**config.mk**
```make
export PLATFORM = sky130hd
export DESIGN_NAME = pphn_host
export DESIGN_NICKNAME = d
export VERILOG_FILES = /design/src/shared/pphn_pkg.sv /design/src/hdl/pphn_host.sv
export SDC_FILE = /design/constraint.sdc
export NUM_CORES = 1
export LEC_CHECK = 0
export ABC_AREA = 1
export BUFFER_PORTS_ARGS = -buffer_cell sky130_fd_sc_hd__buf_2
export CORE_MARGIN = 1.5
export CORE_UTILIZATION = 45
export CTS_CLUSTER_SIZE = 24
export DETAILED_ROUTE_END_ITERATION = 8
export GPL_TIMING_DRIVEN = 0
export HOLD_SLACK_MARGIN = 0.06
export PLACE_DENSITY_LB_ADDON = 0.12
export SLEW_MARGIN = 40
export SYNTH_ARGS = -nofsm -noshare
export SYNTH_HDL_FRONTEND = slang
export SYNTH_SLANG_ARGS = --single-unit
```
**constraint.sdc**
```tcl
create_clock -name clk -period 2.6 [get_ports clk]
set_input_delay 0.26 -clock clk [delete_from_list [all_inputs] [get_ports clk]]
set_output_delay 0.26 -clock clk [all_outputs]
set_load 0.02 [all_outputs]
```
**src/shared/pphn_pkg.sv**
```systemverilog
// Package for the parallel port host with nibble-mode reverse transfers.
// Assumes one 40 MHz system clock; pin levels are synchronous to it.
package pphn_pkg;

  // Clock and pin timing
  localparam int CLK_PERIOD_NS = 25;
  localparam int T_SETUP_NS = 500;
  localparam int T_STROBE_NS = 1000;

  // Least time in ns to whole clock cycles, never below one
  function automatic int pphn_cyc_min(input int ns);
    int c;
    c = (ns + CLK_PERIOD_NS - 1) / CLK_PERIOD_NS;
    return (c < 1) ? 1 : c;
  endfunction

  localparam int CNT_W = 6;
  localparam logic [CNT_W-1:0] SETUP_CYC = CNT_W'(pphn_cyc_min(T_SETUP_NS));
  localparam logic [CNT_W-1:0] STROBE_CYC = CNT_W'(pphn_cyc_min(T_STROBE_NS));

  // Status line positions inside a returned nibble
  localparam int NIB_FAULT_POS = 0;
  localparam int NIB_ONLINE_POS = 1;
  localparam int NIB_PAPER_POS = 2;
  localparam int NIB_BUSY_POS = 3;

  // Lines driven by the host
  typedef struct packed {
    logic strobe_n;
    logic [7:0] data;
    logic data_oe;
    logic auto_line_feed_n;
    logic init_n;
    logic select_in_n;
  } pphn_pins_out_t;

  // Lines driven by the peripheral
  typedef struct packed {
    logic ack_n;
    logic busy;
    logic paper_fault;
    logic online;
    logic fault_n;
  } pphn_pins_in_t;

  // Forward-direction peripheral status
  typedef struct packed {
    logic paper_fault;
    logic online;
    logic error;
  } pphn_status_t;

  localparam pphn_pins_out_t PINS_RST = '{
    strobe_n: 1'b1,
    data: 8'h00,
    data_oe: 1'b1,
    auto_line_feed_n: 1'b1,
    init_n: 1'b0,
    select_in_n: 1'b0
  };

  localparam pphn_status_t STATUS_RST = '{
    paper_fault: 1'b0,
    online: 1'b0,
    error: 1'b0
  };

  typedef enum logic [2:0] {
    PPHN_IDLE,
    PPHN_F_SETUP,
    PPHN_F_STROBE,
    PPHN_F_ACK_WAIT,
    PPHN_F_RELEASE,
    PPHN_R_REQ,
    PPHN_R_RELEASE
  } pphn_state_t;

endpackage

```
**src/hdl/pphn_host.sv**
```systemverilog
// Host end of a 25-pin parallel printer port: forward byte transfers
// with strobe handshake, reverse transfers four bits at a time.
// Assumes pin inputs already synchronous to clk and a user side that
// holds tx_valid until tx_taken pulses.
//
// Contract
// RULE1: Strobe pulses low per forward byte; it stays high in reverse.
// RULE2: Host drives eight data lines, bit 0 lowest; released in reverse.
// RULE3: Peripheral pulls acknowledge low when it has taken a forward byte.
// RULE4: In reverse, acknowledge low marks the status nibble as valid.
// RULE5: Peripheral holds busy high while it cannot take a forward byte.
// RULE6: Reverse nibble: busy bit3/7, paper bit2/6, online bit1/5, fault 0/4.
// RULE7: Peripheral drives paper fault high for a paper path problem.
// RULE8: Peripheral reports on line through the online line.
// RULE9: Host drives auto line feed low to request automatic line feed.
// RULE10: Reverse: auto feed low means ready, high acknowledges the nibble.
// RULE11: Fault low is an error forward and data ready in reverse.
// RULE12: Host resets the peripheral by driving initialize low.
// RULE13: Select-in low selects forward; high sets reverse direction.
// RULE14: No new strobe while busy is high or before the last acknowledge.
// RULE15: Two reverse nibbles form one byte, lower nibble first.
`timescale 1ns/1ps

module pphn_host (
  // Clock and reset
  input wire logic clk,
  input wire logic arst_n,
  // User control
  input wire logic rev_mode,
  input wire logic auto_feed_en,
  input wire logic init_req,
  // Forward byte stream
  input wire logic tx_valid,
  input wire logic [7:0] tx_data,
  output logic tx_taken,
  output logic fwd_busy,
  // Reverse byte stream
  output logic rx_valid,
  output logic [7:0] rx_data,
  // Forward peripheral status
  output pphn_pkg::pphn_status_t status,
  // Port lines
  input wire pphn_pkg::pphn_pins_in_t pins_in,
  output pphn_pkg::pphn_pins_out_t pins_out
);
  import pphn_pkg::*;

  pphn_state_t st_q, st_d;
  logic [CNT_W-1:0] cnt_q, cnt_d;
  pphn_pins_out_t pins_q, pins_d;
  pphn_status_t status_q, status_d;
  logic dir_rev_q, dir_rev_d;
  logic nib_hi_q, nib_hi_d;
  logic [3:0] lo_nib_q, lo_nib_d;
  logic [7:0] rx_data_q, rx_data_d;
  logic rx_valid_q, rx_valid_d;
  logic tx_taken_q, tx_taken_d;
  logic fwd_busy_q, fwd_busy_d;

  // Decoded conditions
  wire logic cnt_done;
  wire logic fwd_free;
  wire logic fwd_start;
  wire logic dir_change;
  wire logic rev_data_ready;
  wire logic nib_valid;
  logic [3:0] nibble;

  assign cnt_done = (cnt_q == '0);
  // Peripheral free and previous acknowledge released
  assign fwd_free = !pins_in.busy && pins_in.ack_n; // [RULE5] [RULE14]
  assign dir_change = (dir_rev_q != rev_mode);
  assign fwd_start = !dir_change && !dir_rev_q && tx_valid && fwd_free;
  assign rev_data_ready = !dir_change && dir_rev_q
                          && !pins_in.fault_n; // [RULE11]
  assign nib_valid = !pins_in.ack_n; // [RULE4]

  // Status lines carry one nibble in reverse
  always_comb begin
    nibble = '0;
    nibble[NIB_BUSY_POS] = pins_in.busy; // [RULE6]
    nibble[NIB_PAPER_POS] = pins_in.paper_fault; // [RULE6]
    nibble[NIB_ONLINE_POS] = pins_in.online; // [RULE6]
    nibble[NIB_FAULT_POS] = pins_in.fault_n; // [RULE6]
  end

  // Transfer sequencer
  always_comb begin
    st_d = st_q;
    cnt_d = cnt_done ? cnt_q : cnt_q - CNT_W'(1);
    dir_rev_d = dir_rev_q;
    nib_hi_d = nib_hi_q;
    lo_nib_d = lo_nib_q;
    rx_data_d = rx_data_q;
    rx_valid_d = 1'b0;
    tx_taken_d = 1'b0;
    pins_d = pins_q;
    unique case (st_q)
      PPHN_IDLE: begin
        if (dir_change) begin
          // Direction only turns between whole bytes
          dir_rev_d = rev_mode;
          nib_hi_d = 1'b0;
        end else if (rev_data_ready) begin
          st_d = PPHN_R_REQ;
        end else if (fwd_start) begin
          pins_d.data = tx_data; // [RULE2]
          tx_taken_d = 1'b1;
          cnt_d = SETUP_CYC;
          st_d = PPHN_F_SETUP;
        end
      end
      PPHN_F_SETUP: begin
        if (cnt_done) begin
          cnt_d = STROBE_CYC;
          st_d = PPHN_F_STROBE;
        end
      end
      PPHN_F_STROBE: begin
        if (cnt_done) begin
          st_d = PPHN_F_ACK_WAIT;
        end
      end
      PPHN_F_ACK_WAIT: begin
        if (!pins_in.ack_n) begin // [RULE3]
          st_d = PPHN_F_RELEASE;
        end
      end
      PPHN_F_RELEASE: begin
        if (pins_in.ack_n) begin // [RULE14]
          st_d = PPHN_IDLE;
        end
      end
      PPHN_R_REQ: begin
        if (nib_valid) begin
          nib_hi_d = !nib_hi_q;
          if (!nib_hi_q) begin
            lo_nib_d = nibble; // [RULE15]
          end else begin
            rx_data_d = {nibble, lo_nib_q}; // [RULE15]
            rx_valid_d = 1'b1;
          end
          st_d = PPHN_R_RELEASE;
        end
      end
      PPHN_R_RELEASE: begin
        // Wait for the peripheral to end its nibble strobe
        if (pins_in.ack_n) begin
          st_d = nib_hi_q ? PPHN_R_REQ : PPHN_IDLE;
        end
      end
      default: begin
        st_d = PPHN_IDLE;
      end
    endcase

    // Line levels follow the next state so each pin is a flop
    pins_d.strobe_n = !(st_d == PPHN_F_STROBE); // [RULE1]
    pins_d.data_oe = !dir_rev_d; // [RULE2]
    pins_d.select_in_n = dir_rev_d; // [RULE13]
    pins_d.init_n = !init_req; // [RULE12]
    if (dir_rev_d) begin
      pins_d.auto_line_feed_n = !(st_d == PPHN_R_REQ); // [RULE10]
    end else begin
      pins_d.auto_line_feed_n = !auto_feed_en; // [RULE9]
    end
  end

  // Forward status shown only while the lines carry status
  always_comb begin
    status_d = status_q;
    if (!dir_rev_q) begin
      status_d.paper_fault = pins_in.paper_fault; // [RULE7]
      status_d.online = pins_in.online; // [RULE8]
      status_d.error = !pins_in.fault_n; // [RULE11]
    end
  end

  assign fwd_busy_d = (st_d != PPHN_IDLE) || dir_rev_d;

  always_ff @(posedge clk or negedge arst_n) begin
    if (!arst_n) begin
      st_q <= PPHN_IDLE;
      cnt_q <= '0;
      pins_q <= PINS_RST;
      status_q <= STATUS_RST;
      dir_rev_q <= 1'b0;
      nib_hi_q <= 1'b0;
      lo_nib_q <= '0;
    end else begin
      st_q <= st_d;
      cnt_q <= cnt_d;
      pins_q <= pins_d;
      status_q <= status_d;
      dir_rev_q <= dir_rev_d;
      nib_hi_q <= nib_hi_d;
      lo_nib_q <= lo_nib_d;
    end
  end

  always_ff @(posedge clk or negedge arst_n) begin
    if (!arst_n) begin
      rx_data_q <= '0;
      rx_valid_q <= 1'b0;
      tx_taken_q <= 1'b0;
      fwd_busy_q <= 1'b0;
    end else begin
      rx_data_q <= rx_data_d;
      rx_valid_q <= rx_valid_d;
      tx_taken_q <= tx_taken_d;
      fwd_busy_q <= fwd_busy_d;
    end
  end

  assign pins_out = pins_q;
  assign status = status_q;
  assign rx_data = rx_data_q;
  assign rx_valid = rx_valid_q;
  assign tx_taken = tx_taken_q;
  assign fwd_busy = fwd_busy_q;

endmodule

```
Yosys cells after proc, flatten, opt, wreduce, memory -nomap -nowiden --
Cells that the tools add are included.
Operators by class: add/sub/neg operators 1, equal/unequal tests 11, muxes and demuxes 30, bitwise logic cells 4, reduce and logical (&&, ||, !) cells 25
Operator list (count):
- $mux W3 | 10
- $mux W6 | 5
- $pmux W3 S7 | 1
- $eq A3 B3 Y1 const B | 4
- $mux W1 | 12
- $pmux W6 S2 | 1
- $logic_not A1 Y1 | 10
- $eq A3 B2 Y1 const B | 3
- $reduce_and A3 Y1 | 3
- $logic_and A1 B1 Y1 | 6
- $logic_not A6 Y1 | 1
- $sub A6 B1 Y6 const B | 1
- $ne A2 B2 Y1 const B | 2
- $not A1 Y1 | 4
- $reduce_and A4 Y1 | 1
- $eq A3 B1 Y1 const B | 1
- $logic_not A3 Y1 | 1
- $reduce_bool A3 Y1 | 1
- $pmux W1 S2 | 1
- $reduce_bool A2 Y1 | 1
- $logic_or A1 B1 Y1 | 1
- $ne A1 B1 Y1 | 1
Word-level totals: register bits after elaboration 41, bits of input ports 19, output and inout bits 27, word-level logic and storage cells 88

Depth between registers and ports, before layout --
depth after elaboration 12, mapped depth 10, gate-level depth less buffers 10

Worst setup path after synthesis --
No wires, ideal clock.
path type register -> register, start register dir_rev_q, end register cnt_q[1], library setup time 0.124 ns, arrival time 1.425 ns, data required time 2.476 ns, setup slack 1.052 ns, stages on the path, launching flop included 8, buffers on the path 0, clock period less this slack 1.548 ns, cell sequence dfrtp_1 > inv_1 > ha_1 > inv_1 > nand3_2 > nor3_4 > or2_1 > a21oi_1
Between the ends: word-level cells in the longest chain between the ends 9, elaborated cells between the ends (all ways) 12, classes of those cells 1 x eq/ne; 4 x mux; 7 x reduce/logical
RTL lines:
- from (decl) | line pphn_host.sv:52 | logic dir_rev_q, dir_rev_d;
- from (signal assigned) | line pphn_host.sv:195 | dir_rev_q <= dir_rev_d;
- $ne A1 B1 Y1 | line pphn_host.sv:72 | assign dir_change = (dir_rev_q != rev_mode);
- $logic_not A1 Y1 | line pphn_host.sv:73, pphn_host.sv:74
- $logic_and A1 B1 Y1 (3 in a row) | line pphn_host.sv:73 | assign fwd_start = !dir_change && !dir_rev_q && tx_valid && fwd_free;
- $mux W6 | line pphn_host.sv:106 | end else if (fwd_start) begin
- $mux W6 | line pphn_host.sv:104 | end else if (rev_data_ready) begin
- $mux W6 * | line pphn_host.sv:100 | if (dir_change) begin
- $pmux W6 S2 * | line pphn_host.sv:98 | unique case (st_q)
- named net cnt_d[1] | line pphn_host.sv:49 | logic [CNT_W-1:0] cnt_q, cnt_d;
- to (signal assigned) | line pphn_host.sv:192 | cnt_q <= cnt_d;
- to (decl) | line pphn_host.sv:49
Mark *: on every way through the listed nets, which the timed path passes. The rest lies on a longest branch. A chain may end at the register's enable or synchronous reset.

Worst setup path after layout --
Same ends and word-level chain as after synthesis.

==> impl_metrics.env <==
export IMPL_status="completed"
export IMPL_start_util=0.468
export IMPL_cp_slowest_cell="dfrtp_1"
export IMPL_reg2reg_depth=7
export IMPL_synth_edff_count=0
export IMPL_p_leak_nw=1.25
export IMPL_area_delta_synth_final_pct=22.4
export IMPL_drtAntennaViolNets=0
export IMPL_crit_path_end_kind="register"
export IMPL_hold_viol_final=0
export IMPL_grt_usage=0.184
export IMPL_total_power_mw=2.41
export IMPL_min_to="pins_out[1]"
export IMPL_routabilityCongestion=0.813
export IMPL_die_w_um=67.3
export IMPL_grt_max_degree=42
export IMPL_hp_start="init_req"
export IMPL_antenna_cells=0
export IMPL_finalCoreUtilization=0.573
export IMPL_path_class="reg2reg"
export IMPL_cts_buffers=5
export IMPL_path_cells="inv_1 > ha_1 > inv_1 > nand3_2 > nor3_4 > or2_1 > a21oi_1"
export IMPL_portBuffers=45
export IMPL_vias=1491
export IMPL_worstPathRequired_ps=2780
export IMPL_r2r_end="cnt_q[1]"
export IMPL_clkLatencyLatePin_ps=290
export IMPL_synth_avg_cell_area_um2=9.06
export IMPL_powerDensity_nw_per_um2=1060
export IMPL_r2r_slack_ps=780
export IMPL_max_cap_violations=0
export IMPL_cts_resized=0
export IMPL_clock_skew_ps=1.77
export IMPL_wl_um=3520
export IMPL_period_minus_slack_ps=1820
export IMPL_hpwlAfterDp_um=2580
export IMPL_maxSlewViolCount=0
export IMPL_layout_drive_gt1_share=0.266
export IMPL_whs_path_depth=2
export IMPL_clockRootBuffer="clkbuf_8"
export IMPL_core_area_um2=3970
export IMPL_hp_class="in2reg"
export IMPL_grt_pass1_vias=1336
export IMPL_drt_pass1_iter_count=6
export IMPL_yosysMostFrequentCell="nand2_1"
export IMPL_grt_pass1_wl_um=6030
export IMPL_crit_path_start_kind="register"
export IMPL_post_drt_via_cell_ratio=4.83
export IMPL_ys_seq_area_frac=0.554
export IMPL_cts_max_level=2
export IMPL_routedWlPerCell_um=11.4
export IMPL_numPlacedInstances=300
export IMPL_synth_common_cells="nand2_1, dfrtp_1, inv_1"
export IMPL_r2r_start="dir_rev_q"
export IMPL_clk_pin_slew_ps=70
export IMPL_die_area_um2=4520
export IMPL_final_nets=281
export IMPL_setup_viol=0
export IMPL_syn_area_um2=1860
export IMPL_yosysWarnings=0
export IMPL_netlist_instances=205
export IMPL_die_h_um=67.3
export IMPL_async_reset_ff_frac=1.00
export IMPL_cts_tree="yes"
export IMPL_synth_main_ff_cell="dfrtp_1"
export IMPL_synth_cell_types=26
export IMPL_grt_remaining_overflow=0
export IMPL_arrival_ps=2000
export IMPL_yosysTopAreaCell="dfrtp_1"
export IMPL_clockBufferDepth=2
export IMPL_peakVddDrop_uv=523
export IMPL_synth_seq_cells=41
export IMPL_ios=46
export IMPL_cts_sinks=41
export IMPL_slowest_delay_ps=490
export IMPL_crit_top_cell="inv_1"
export IMPL_cts_hold_buf=1
export IMPL_rsz0062_at_grt="false"
export IMPL_tightest_slew_ps=495
export IMPL_synth_nets=228
export IMPL_fmax_ghz=0.550
export IMPL_slew_headroom=0.670
export IMPL_cp_max_fo=10
export IMPL_setup_tns_final_ps=0
export IMPL_drt_iter0_markers=87
export IMPL_whs_ps=101
export IMPL_yosysTopAreaCellShare=0.512
export IMPL_postCtsSetupBuffers=0
export IMPL_post_route_period_util=0.700
export IMPL_fillCellCount=373
export IMPL_remaining_drc_errors=0
export IMPL_stdcell_count=309
export IMPL_rows=23
export IMPL_synth_area_leaders="dfrtp_1, nand2_1, inv_1, dfstp_2, nor2_1"
export IMPL_antenna_found_initial=0
[kinds of logic (layout without fill, tap and decap cells)]
family / after synthesis / in the layout / share of synthesized area
mux: 4 / 4 / 0.0242
flops: 41 / 41 / 0.554
buf+inv: 28 / 82 / 0.0606
fa+ha+maj: 4 / 4 / 0.0269
simple gates: 106 / 106 / 0.270
compound gates: 22 / 22 / 0.0640
[through the flow]
| stage | area (um2) | setup slack, ps |
|---|---|---|
| after CTS | 2270 | 758 |
| final | 2270 | 780 |
| after global placement | 2150 | 804 |
| after floorplan | 1860 | 1050 |
| after detailed placement | 2150 | 779 |
| after global routing | 2270 | 560 |
[cell usage in the layout, fill, tap and decap left out, types with 4 or more instances in the layout]
cell type / instances
dfrtp_1: 38
ha_1: 4
nand4_1: 4
a21oi_1: 7
o21ai_0: 10
mux2_2: 4
clkbuf_8: 6
nand3_1: 13
inv_1: 26
nand2_1: 57
nor2_1: 20
buf_2: 44
[worst max-delay path by stage]
stage,from,end,slack (ps),cells past startpoint
floorplan,dir_rev_q,cnt_q[1],1050,7
detailed placement,dir_rev_q,cnt_q[1],780,7
CTS,dir_rev_q,cnt_q[1],760,7
global placement,dir_rev_q,cnt_q[1],800,7
finish,dir_rev_q,cnt_q[1],780,7
global route,dir_rev_q,cnt_q[1],560,7
[routing by layer]
metal,share of wire,routed length (um),vias to the layer above,GRT usage
met5,0,0,-,0
met4,0.015,53,0,0.0689
met3,0.042,146,6,0.0600
met2,0.45,1590,33,0.271
met1,0.49,1720,691,0.255
li1,-,-,761,-
[layout make-up]
type	instances	area, um2	share of cell area
plain buffers	2	15.0	0.00660
clock inverters	1	30.0	0.0132
inverters	26	97.6	0.0429
repair buffers	46	238	0.105
clock buffers	7	86.3	0.0380
multi-input cells	136	716	0.315
well taps	50	62.6	0.0275
flip-flops and latches	41	1030	0.453
[critical path, delay by kind of cell (launching register included)]
family | cells | cell delay [ps]
DFF | 1 | 490
buffers and inverters | 2 | 190
and+or+nand+nor | 3 | 640
adders and majority gates | 1 | 320
AOI/OAI and AO/OA | 1 | 60
[registers in the layout (all words and copies together) (netlist names)]
signal,count
fwd_busy,1
pins_out,12
rx_valid,1
status,3
nib_hi_q,1
cnt_q,6
st_q,3
rx_data,8
dir_rev_q,1
lo_nib_q,4
tx_taken,1
[where the power goes]
group / total, mW / switching (mW) / internal [mW]
registers: 1.01 / 0.146 / 0.860
logic: 0.874 / 0.554 / 0.320
clock network: 0.526 / 0.213 / 0.313
total: 2.41 / 0.913 / 1.49
No activity file was read; power rests on OpenSTA's default activity.
